**config.mk**
```make
export PLATFORM = sky130hd
export DESIGN_NAME = upper_memory_address_decoder
export DESIGN_NICKNAME = d
export VERILOG_FILES = /design/src/inc/umad_pkg.sv /design/src/rtl/upper_memory_address_decoder.sv
export SDC_FILE = /design/constraint.sdc
export NUM_CORES = 1
export LEC_CHECK = 0
export BUFFER_PORTS_ARGS = -buffer_cell sky130_fd_sc_hd__buf_2
export CORE_MARGIN = 1.5
export CORE_UTILIZATION = 52
export CTS_BUF_LIST = sky130_fd_sc_hd__clkbuf_8
export CTS_CLUSTER_SIZE = 16
export DETAILED_ROUTE_END_ITERATION = 12
export PLACE_DENSITY = 0.68
export SYNTH_ARGS = -nofsm -noshare
export SYNTH_HDL_FRONTEND = slang
export SYNTH_SLANG_ARGS = --single-unit
```
**constraint.sdc**
```tcl
create_clock -name clk_sys_in -period 4.99 [get_ports clk_sys_in]
set_input_delay 0.2495 -clock clk_sys_in [delete_from_list [all_inputs] [get_ports clk_sys_in]]
set_output_delay 0.2495 -clock clk_sys_in [all_outputs]
set_load 0.02 [all_outputs]
```
**src/inc/umad_pkg.sv**
```systemverilog
// Constants and types shared by the upper memory address decoder
package umad_pkg;

  // --------------------------------------------------------------------
  // Register map (word index, byte address is index times four)
  // --------------------------------------------------------------------
  localparam int unsigned NREG        = 11;
  localparam logic [3:0] IDX_PAM      = 4'h0;
  localparam logic [3:0] IDX_MEMCTL   = 4'h1;
  localparam logic [3:0] IDX_SMMCTL   = 4'h2;
  localparam logic [3:0] IDX_HIGH_SMM_SEGMENT     = 4'h3;
  localparam logic [3:0] IDX_GFXCFG   = 4'h4;
  localparam logic [3:0] IDX_LMEM     = 4'h5;
  localparam logic [3:0] IDX_MMIO     = 4'h6;
  localparam logic [3:0] IDX_AGPWIN   = 4'h7;
  localparam logic [3:0] IDX_AGPPF    = 4'h8;
  localparam logic [3:0] IDX_APER     = 4'h9;
  localparam logic [3:0] IDX_STATUS   = 4'ha;

  // Writable bits of each stored register, reset value of all of them
  localparam logic [31:0] WMASK_PAM    = 32'h0000_03ff;
  localparam logic [31:0] WMASK_MEMCTL = 32'h0001_3fff;
  localparam logic [31:0] WMASK_SMMCTL = 32'h0000_0007;
  localparam logic [31:0] WMASK_HIGH_SMM_SEGMENT   = 32'hfffe_0000;
  localparam logic [31:0] WMASK_GFXCFG = 32'h0000_0003;
  localparam logic [31:0] WMASK_RANGE  = 32'h0fff_0fff;
  localparam logic [31:0] REG_RESET    = 32'h0000_0000;

  // --------------------------------------------------------------------
  // Field positions
  // --------------------------------------------------------------------
  localparam int unsigned PAM_F_RE     = 8;   // System BIOS read enable
  localparam int unsigned PAM_F_WE     = 9;   // System BIOS write enable
  localparam int unsigned MEM_HOLE     = 16;  // fixed_hole_control enable
  localparam int unsigned SMM_HIGH_SMM_SEGMENT_EN  = 0;
  localparam int unsigned SMM_TOP_SMM_SEGMENT_EN  = 1;
  localparam int unsigned SMM_SIZE     = 2;   // extended_smm_memory_control_size_field
  localparam int unsigned GFX_IGD      = 0;
  localparam int unsigned GFX_AGP      = 1;

  // --------------------------------------------------------------------
  // Address constants (64 KB units unless stated; SMM_LOW_BASE is a byte address)
  // --------------------------------------------------------------------
  localparam logic [13:0] TOM_MAX      = 14'h2000;  // 512 MB
  localparam logic [13:0] TOP_SMM_SEGMENT_SZ_512K = 14'h0008;
  localparam logic [13:0] TOP_SMM_SEGMENT_SZ_1M   = 14'h0010;
  localparam logic [11:0] HOLE_MB      = 12'h00f;   // 15 MB, 1 MB units
  localparam logic [15:0] SEG_A0       = 16'h000a;
  localparam logic [15:0] SEG_E0       = 16'h000e;
  localparam logic [15:0] SEG_F0       = 16'h000f;
  localparam logic [15:0] SEG_1MB      = 16'h0010;
  localparam logic [31:0] SMM_LOW_BASE = 32'h000a_0000;

  // --------------------------------------------------------------------
  // Request sources and decode targets
  // --------------------------------------------------------------------
  typedef enum logic [1:0] {
    SRC_CPU,
    SRC_HUB,
    SRC_AGP
  } src_t;

  typedef enum logic [2:0] {
    TGT_DRAM,
    TGT_HUB,
    TGT_GFX,
    TGT_AGP,
    TGT_TERM,
    TGT_REFUSE
  } tgt_t;

endpackage

```
**src/rtl/upper_memory_address_decoder.sv**
```systemverilog
// Address decoder steering host and hub accesses to DRAM, hub or graphics
//
// Our own choices: the address map and register access over Wishbone.
`timescale 1ns/10ps

module upper_memory_address_decoder (
  input  wire logic                   clk_sys_in,
  input  wire logic                   reset_n_in,

  // Classic Wishbone register slave
  input  wire logic                   wb_cyc_in,
  input  wire logic                   wb_stb_in,
  input  wire logic                   wb_we_in,
  input  wire logic [7:0]             wb_adr_in,
  input  wire logic [3:0]             wb_sel_in,
  input  wire logic [31:0]            wb_dat_in,
  output logic      [31:0]            wb_dat_out,
  output logic                        wb_ack_out,

  // Decode request
  input  wire logic                   req_valid_in,
  input  wire logic [31:0]            req_addr_in,
  input  wire logic                   req_write_in,
  input  wire logic                   req_wb_in,
  input  wire logic                   req_smm_in,
  input  wire umad_pkg::src_t         req_src_in,

  // Decode answer
  output logic                        rsp_valid_out,
  output umad_pkg::tgt_t              rsp_target_out,
  output logic      [31:0]            rsp_addr_out,
  output logic                        rsp_write_out
);

  // ----------------------------------------------------------------------
  // State
  // ----------------------------------------------------------------------
  // One record holds every flop: configuration, bus answer, decode
  // answer. Status is rebuilt on each read from live fields, so it
  // has no slot of its own and cannot go stale.
  typedef struct packed {
    logic [umad_pkg::NREG-2:0][31:0] regs;
    logic                            ack;
    logic [31:0]                     rdat;
    logic                            rsp_valid;
    umad_pkg::tgt_t                  rsp_tgt;
    logic [31:0]                     rsp_addr;
    logic                            rsp_write;
    umad_pkg::tgt_t                  last_tgt;
    logic [7:0]                      refuse_cnt;
  } state_t;

  // Present value, and the value taken at the next edge
  state_t st_q;
  state_t st_d;

  // ----------------------------------------------------------------------
  // Helper functions
  // ----------------------------------------------------------------------

  // Pure decoding only; each is used in several places or keeps a
  // range test in the priority chain or the register write readable.

  // Writable bits per register index; unmapped slots take nothing
  function automatic logic [31:0] wmask(input logic [3:0] idx);
    logic [31:0] m;
    m = 32'h0000_0000;

    unique case (idx)
      umad_pkg::IDX_PAM:    m = umad_pkg::WMASK_PAM;
      umad_pkg::IDX_MEMCTL: m = umad_pkg::WMASK_MEMCTL;
      umad_pkg::IDX_SMMCTL: m = umad_pkg::WMASK_SMMCTL;
      umad_pkg::IDX_HIGH_SMM_SEGMENT:   m = umad_pkg::WMASK_HIGH_SMM_SEGMENT;
      umad_pkg::IDX_GFXCFG: m = umad_pkg::WMASK_GFXCFG;
      umad_pkg::IDX_LMEM,
      umad_pkg::IDX_MMIO,
      umad_pkg::IDX_AGPWIN,
      umad_pkg::IDX_AGPPF,
      umad_pkg::IDX_APER:   m = umad_pkg::WMASK_RANGE;
      default:              m = 32'h0000_0000;
    endcase

    return m;
  endfunction

  // Byte-lane merge of a write into a stored word
  function automatic logic [31:0] merge(input logic [31:0] old_v,
                                        input logic [31:0] new_v,
                                        input logic [3:0]  sel,
                                        input logic [31:0] msk);
    logic [31:0] lane;
    logic [31:0] res;

    // Only lanes both selected and writable change
    lane = {{8{sel[3]}}, {8{sel[2]}}, {8{sel[1]}}, {8{sel[0]}}} & msk;
    res  = (old_v & ~lane) | (new_v & lane);
    return res;
  endfunction

  // Base/limit window in 1 MB units: base in [11:0], limit in [27:16]
  // The limit is inclusive; a limit below the base leaves the window
  // empty, which is how software switches a window off.
  function automatic logic win_hit(input logic [31:0] r,
                                   input logic [11:0] mb);
    return (mb >= r[11:0]) && (mb <= r[27:16]);
  endfunction

  // Aperture: base in [11:0], size mask in [27:16], 1 MB units
  // Set mask bits vary inside the aperture, so its size is a power
  // of two and the base is aligned down to that size.
  function automatic logic aper_hit(input logic [31:0] r,
                                    input logic [11:0] mb);
    return (mb & ~r[27:16]) == (r[11:0] & ~r[27:16]);
  endfunction

  // ----------------------------------------------------------------------
  // Decoded configuration
  // ----------------------------------------------------------------------
  // Stored words by role, then the derived memory limits
  logic [31:0] pam_r;
  logic [31:0] mem_r;
  logic [31:0] smm_r;
  logic [31:0] high_smm_segment_r;
  logic [31:0] gfx_r;

  logic [13:0] top_of_memory_limit;
  logic [13:0] top_smm_segment_sz;
  logic [13:0] usable;

  logic        top_smm_segment_en;
  logic        high_smm_segment_en;

  // Sizes are in 64 KB units, so both top segment sizes fall on
  // whole units and need no rounding.
  // Configuration fields used by both decode and status
  always_comb begin
    pam_r   = st_q.regs[umad_pkg::IDX_PAM];
    mem_r   = st_q.regs[umad_pkg::IDX_MEMCTL];
    smm_r   = st_q.regs[umad_pkg::IDX_SMMCTL];
    high_smm_segment_r  = st_q.regs[umad_pkg::IDX_HIGH_SMM_SEGMENT];
    gfx_r   = st_q.regs[umad_pkg::IDX_GFXCFG];

    // Segment enables
    high_smm_segment_en = smm_r[umad_pkg::SMM_HIGH_SMM_SEGMENT_EN];
    top_smm_segment_en = smm_r[umad_pkg::SMM_TOP_SMM_SEGMENT_EN];

    // A larger programmed value would run past the DRAM that exists
    top_of_memory_limit = (mem_r[13:0] > umad_pkg::TOM_MAX) ? umad_pkg::TOM_MAX
                                            : mem_r[13:0];

    // One control bit picks between the two segment sizes
    top_smm_segment_sz = smm_r[umad_pkg::SMM_SIZE] ? umad_pkg::TOP_SMM_SEGMENT_SZ_1M
                                        : umad_pkg::TOP_SMM_SEGMENT_SZ_512K;

    // Guard against a top of memory smaller than the segment
    if (top_smm_segment_en && (top_of_memory_limit >= top_smm_segment_sz)) begin
      usable = top_of_memory_limit - top_smm_segment_sz;
    end else begin
      usable = top_of_memory_limit;
    end
  end

  // ----------------------------------------------------------------------
  // Address decode
  // ----------------------------------------------------------------------
  // Decode result, then the pieces it is built from
  umad_pkg::tgt_t dec_tgt;
  logic [31:0]    dec_addr;

  logic [15:0]    seg64;
  logic [11:0]    mb;
  logic [2:0]     pam_pair;
  logic           attr_on;
  logic           smm_ok;
  logic           cpu;

  // Strict order: compatibility area, high SMM segment, main DRAM
  // with top segment and hole, then PCI. Ranges must not overlap;
  // where software lets them, the earlier test wins.
  // Priority decode of one request, SMM flag sampled with the address
  always_comb begin
    dec_tgt  = umad_pkg::TGT_HUB;
    dec_addr = req_addr_in;

    // Address in 64 KB and in 1 MB units
    seg64    = req_addr_in[31:16];
    mb       = req_addr_in[31:20];

    // Mode flags travel with this request, never a stale copy
    cpu      = (req_src_in == umad_pkg::SRC_CPU);
    smm_ok   = cpu && (req_smm_in || req_wb_in);

    // Attribute pair of the 16 KB segment, used in the E area only
    pam_pair = {1'b0, req_addr_in[15:14]};
    attr_on  = 1'b0;

    if (seg64 < umad_pkg::SEG_A0) begin
      dec_tgt = umad_pkg::TGT_DRAM;
    end else if (seg64 < umad_pkg::SEG_E0) begin
      // Video and expansion areas are left to the hub here
      dec_tgt = umad_pkg::TGT_HUB;
    end else if (seg64 == umad_pkg::SEG_E0) begin
      // Each 16 KB segment owns a read/write enable pair
      attr_on = req_write_in ? pam_r[{pam_pair, 1'b1}]
                             : pam_r[{pam_pair, 1'b0}];
      // Disabled segments fall through to the hub at the same address
      dec_tgt = attr_on ? umad_pkg::TGT_DRAM : umad_pkg::TGT_HUB;
    end else if (seg64 == umad_pkg::SEG_F0) begin
      attr_on = req_write_in ? pam_r[umad_pkg::PAM_F_WE]
                             : pam_r[umad_pkg::PAM_F_RE];
      dec_tgt = attr_on ? umad_pkg::TGT_DRAM : umad_pkg::TGT_HUB;
    end else if (high_smm_segment_en && (req_addr_in[31:17] == high_smm_segment_r[31:17])) begin
      // A 128 KB window above the compatibility area; only the low
      // 17 address bits carry over into the low SMM range.
      // The DRAM under this window is never reached directly
      if (!cpu) begin
        dec_tgt = umad_pkg::TGT_REFUSE;
      end else if (smm_ok) begin
        dec_tgt  = umad_pkg::TGT_DRAM;
        dec_addr = umad_pkg::SMM_LOW_BASE
                 | {15'h0000, req_addr_in[16:0]};
      end else begin
        dec_tgt = umad_pkg::TGT_TERM;
      end
    end else if ((seg64 >= umad_pkg::SEG_1MB) && (seg64 < {2'b00, top_of_memory_limit}))
    begin
      // The top segment is carved from the top of DRAM. A plain read
      // outside SMM ends on the hub as a floating bus, so cached
      // code must not touch it outside SMM.
      if (top_smm_segment_en && (seg64 >= {2'b00, usable})) begin
        if (!cpu) begin
          dec_tgt = umad_pkg::TGT_REFUSE;
        end else if (smm_ok) begin
          dec_tgt = umad_pkg::TGT_DRAM;
        end else begin
          dec_tgt = umad_pkg::TGT_HUB;
        end
      end else if (mem_r[umad_pkg::MEM_HOLE] && (mb == umad_pkg::HOLE_MB))
      begin
        // The DRAM behind the hole is simply lost, no remap above top
        dec_tgt = umad_pkg::TGT_HUB;
      end else begin
        dec_tgt = umad_pkg::TGT_DRAM;
      end
    end else begin
      // PCI range; overlap with APIC or high BIOS is the software's job
      dec_tgt = umad_pkg::TGT_HUB;
      // With both graphics modes set the internal device windows win and
      // the AGP ranges decode only outside them.
      if (gfx_r[umad_pkg::GFX_IGD] &&
          (win_hit(st_q.regs[umad_pkg::IDX_LMEM], mb) ||
           win_hit(st_q.regs[umad_pkg::IDX_MMIO], mb))) begin
        dec_tgt = umad_pkg::TGT_GFX;
      end else if (gfx_r[umad_pkg::GFX_AGP]) begin
        if (aper_hit(st_q.regs[umad_pkg::IDX_APER], mb)) begin
          dec_tgt = umad_pkg::TGT_DRAM;
        end else if (win_hit(st_q.regs[umad_pkg::IDX_AGPWIN], mb) ||
                     win_hit(st_q.regs[umad_pkg::IDX_AGPPF], mb)) begin
          dec_tgt = umad_pkg::TGT_AGP;
        end
      end
    end
  end

  // ----------------------------------------------------------------------
  // Next state
  // ----------------------------------------------------------------------
  // Bus decode helpers and the rebuilt status word
  logic [3:0]  idx;
  logic        hit;
  logic        bus_req;
  logic [31:0] status_w;

  // No wait states: the answer comes one cycle after the take. A
  // strobe held through the acknowledge is not taken twice, since
  // the registered acknowledge blocks it for that cycle.
  // Register file, bus answer and answer pipeline
  always_comb begin
    // Everything but the ack and answer valid pulses holds unless an access or a request changes it
    st_d     = st_q;
    idx      = wb_adr_in[5:2];
    hit      = (wb_adr_in[7:6] == 2'b00) && (idx <= umad_pkg::IDX_STATUS);
    bus_req  = wb_cyc_in && wb_stb_in && !st_q.ack;
    status_w = {2'b00, usable, 5'h00, st_q.last_tgt, st_q.refuse_cnt};

    // Ack one cycle after the strobe, dropped in the following cycle
    st_d.ack = bus_req;
    if (bus_req) begin
      st_d.rdat = 32'h0000_0000;
      // Unmapped words read as zero
      if (hit && (idx == umad_pkg::IDX_STATUS)) begin
        st_d.rdat = status_w;
      end else if (hit) begin
        st_d.rdat = st_q.regs[idx];
      end

      // Unmapped and read-only words swallow writes and still ack
      if (wb_we_in && hit && (idx != umad_pkg::IDX_STATUS)) begin
        st_d.regs[idx] = merge(st_q.regs[idx], wb_dat_in, wb_sel_in,
                               wmask(idx));
      end
    end

    // One-cycle answer per request. Target, address and direction
    // hold until the next one; only the valid pulse marks news.
    st_d.rsp_valid = req_valid_in;
    if (req_valid_in) begin
      st_d.rsp_tgt   = dec_tgt;
      st_d.rsp_addr  = dec_addr;
      st_d.rsp_write = req_write_in;
      st_d.last_tgt  = dec_tgt;

      // Saturate so software can see a storm without wrap-around
      if ((dec_tgt == umad_pkg::TGT_REFUSE ||
           dec_tgt == umad_pkg::TGT_TERM) &&
          (st_q.refuse_cnt != 8'hff)) begin
        st_d.refuse_cnt = st_q.refuse_cnt + 8'h01;
      end
    end
  end

  // ----------------------------------------------------------------------
  // State register
  // ----------------------------------------------------------------------

  // Reset clears every stored word: BIOS segments disabled, both SMM
  // segments closed, the hole shut and the graphics modes off.
  // The answer target resets to the zero code, which is DRAM.
  // All attributes disabled after reset, so BIOS cycles start on the hub
  always_ff @(posedge clk_sys_in or negedge reset_n_in) begin
    if (!reset_n_in) begin
      st_q           <= '0;
      st_q.regs      <= {(umad_pkg::NREG-1){umad_pkg::REG_RESET}};
      st_q.rsp_tgt   <= umad_pkg::TGT_DRAM;
      st_q.last_tgt  <= umad_pkg::TGT_DRAM;
    end else begin
      st_q <= st_d;
    end
  end

  // Nothing sits between the record and the pins, so every output
  // changes only at a clock edge or when reset is asserted.
  // Outputs straight from flops
  assign wb_dat_out     = st_q.rdat;
  assign wb_ack_out     = st_q.ack;
  assign rsp_valid_out  = st_q.rsp_valid;
  assign rsp_target_out = st_q.rsp_tgt;
  assign rsp_addr_out   = st_q.rsp_addr;
  assign rsp_write_out  = st_q.rsp_write;

endmodule

```
==> results.yml <==
routing:
  dr_total_vias: 14080
  wl_per_cell_um: 23.79
  totalWireLength_um: 57150
  drt_first_pass_iters: 5
  via_per_inst: 5.863
  drt-initial-drc-count: 1263
  route.detailed.drc: 0
  ant_nets: 0
timing:
  tightestPinTransition_ps: 1009
  layout_min_cycle_time_ps: 4444
  setup_viol: 0
  hold_viol: 0
  fin_setup_tns_ps: 0
  max_freq_mhz: 225.0
  rsz0062_at_grt: "no"
  final.period_utilization_pct: 89.07
  fin_ws_ps: 545.5
  report.final.slew_viol_count: 0
  skew_ps: 31.96
  slew_headroom_pct: 32.73
critical_path:
  start_kind: "flip-flop"
  cp-end-kind: "flip-flop"
  critical_path.top_delay_family: "compound AO/OA/AOI/OAI gates"
  path_cells: "clkinv_1 -> buf_4 -> nand2_1 -> ha_1 -> nor4b_1 -> a211o_1 -> o211ai_2 -> a21oi_1 -> a31oi_1 -> ha_1 -> nand4_1 -> nor2_1 -> nor3_1 -> a21boi_0 -> o211ai_2 -> a21oi_1 -> mux2_1"
  cpMaxStageDelayCell: "a21boi_0"
  crit_buf_inv: 2
  critPathKind: "flip-flop to flip-flop"
  arrival_ps: 4920
  required_ps: 5470
  critPathMaxFanout: 18
  max_stage_delay_ps: 470
final_layout:
  syn2layout_area_growth_pct: 8.844
  fillCellCount: 3270
  instances_no_fill: 2402
  fin_nets: 2042
  layout_commonest_cell: "dfrtp_1"
  drive_gt1_share_pct: 26.55
  final_cell_mix: "dfrtp_1, buf_2, mux2_2"
logic_synthesis:
  synth_top_flop_cell: "dfrtp_1"
  ys_seq_area_share_pct: 47.63
  syn_inst: 1856
  async_flop_share_pct: 100.0
  yosysWarnings: 0
  ys_ff_latch: 398
  synth_edf_count: 0
  synth_fp_nets: 2068
  synth.distinct_cells: 68
  syn_area_um2: 20910
  synth_area_per_cell_um2: 11.27
power:
  peakVddDrop_mv: 0.1592
  p_per_area_nw_per_um2: 313.8
  p_leak_nw: 10.95
  total_power_mw: 7.142
clock_network:
  path_clk_slew_ps: 60
  h-tree-depth: 3
  ctsHoldBuffers: 27
  clockRootBuffer: "clkbuf_8"
  clock_sinks: 398
  cts_tree: "built"
  numCtsBuffers: 68
  cts_max_path_buffers: 3
  cts_setup_buffers: 0
  cts_resized: 0
  clock_latency_ps: 620
die:
  dieArea_um2: 41430
  ios: 157
  fp.dieW_um: 203.5
  fp.dieH_um: 203.5
  initial_core_util_pct: 52.63
  core_area_um2: 39730
  rows: 73
outcome:
  status: "finished clean"
worst_hold_path:
  hp-class: "primary input to flip-flop"
place:
  globalplace.congestion: 0.9577
  place_inst: 2258
  pre_cts_ws_ps: 664.5
  hpwl_um: 40210
  port_buffers: 152
global_route:
  grt-ovfl-total: 0
  grt_pass1_vias: 14370
  gr-usage-all-layers_pct: 28.10
  grt_antenna_before_repair: 0
  grt_max_degree: 133
  grt_pass1_wl_um: 86470
run:
  cap_violations: 0
final timing paths:
check                                      from                to  slack, ps  cells past startpoint
min in group asynchronous            reset_n_in   rsp_addr_out[5]        330                      2
worst max register to register        mem_r[13]           st_q[1]        550                     17
worst min-delay path            req_addr_in[20]  rsp_addr_out[20]         80                      3
worst max-delay path                  mem_r[13]           st_q[1]        550                     17
worst min register to register        st_q[334]         st_q[334]        370                      0
max in group asynchronous            reset_n_in         st_q[311]       3380                      3
metrics by stage:
stage / hold WS [ps] / util (%) / area (µm²)
floorplan: -46.09 / - / 20910
global placement: 359.7 / 53.14 / 21120
detailed placement: 362.2 / 53.14 / 21120
CTS: 25.99 / 57.28 / 22760
global route: 76.13 / 57.28 / 22760
finish: 78.21 / 57.29 / 22760
power by group:
group | internal, mW | switching (mW)
registers | 3.31 | 0.0467
logic | 0.284 | 0.516
clock network | 1.67 | 1.32
total | 5.26 | 1.88
final cells by class:
cell class / instances / area (µm²) / share of cell area [%]
clock buffer: 84 / 1156 / 5.079
antenna: 1 / 2.502 / 0.01099
sequential: 398 / 9960 / 43.76
inverter: 106 / 397.9 / 1.748
multi-input combinational: 1056 / 9143 / 40.17
timing repair buffer: 200 / 1229 / 5.398
clock inverter: 32 / 216.5 / 0.9510
tap: 525 / 656.9 / 2.886
sequential cells by signal, indices dropped and copies added, names as in the netlist, 32 cells and up:
| signal | cells |
|---|---|
| high_smm_segment_r | 32 |
| wb_dat_out | 32 |
| rsp_addr_out | 32 |
| pam_r | 32 |
| smm_r | 32 |
| gfx_r | 32 |
| st_q | 171 |
| mem_r | 32 |
synthesized netlist by cell type (33+ instances only):
library cell | number | area share, %
mux2i_1 | 41 | 2.0
inv_1 | 102 | 1.8
o21ai_1 | 59 | 1.4
nor2_1 | 70 | 1.3
buf_4 | 68 | 2.4
a22oi_1 | 33 | 1.2
xnor2_1 | 33 | 1.4
ha_1 | 124 | 7.4
a21oi_1 | 68 | 1.6
dfrtp_1 | 398 | 48
o21ai_0 | 62 | 1.5
clkbuf_1 | 185 | 3.3
nand2_1 | 118 | 2.1
mux2_2 | 143 | 7.7
mux4_2 | 66 | 7.1
cell families (layout without fill, tap and decap cells):
kind of cell,after synthesis,count (layout),synth area share (%)
adder cells (fa/ha/maj),125,125,7.515
multiplexers,267,267,17.69
buffers and inverters,402,422,8.664
other,0,1,0
AND/OR/NAND/NOR,293,293,6.570
flip-flops,398,398,47.63
AO/OA/AOI/OAI,331,331,10.26
XOR/XNOR,40,40,1.675
worst min-delay path: stages:
cell	delay, ps
buf_2	190
o311ai_0	110
o21ai_0	90
layer usage:
metal / share of wire [%] / GRT usage, %
met1: 44 / 39.28
met2: 46 / 43.49
met3: 7.3 / 5.721
met4: 2.7 / 10.37
met5: 0 / 0
No activity file was read; power rests on OpenSTA's default activity.
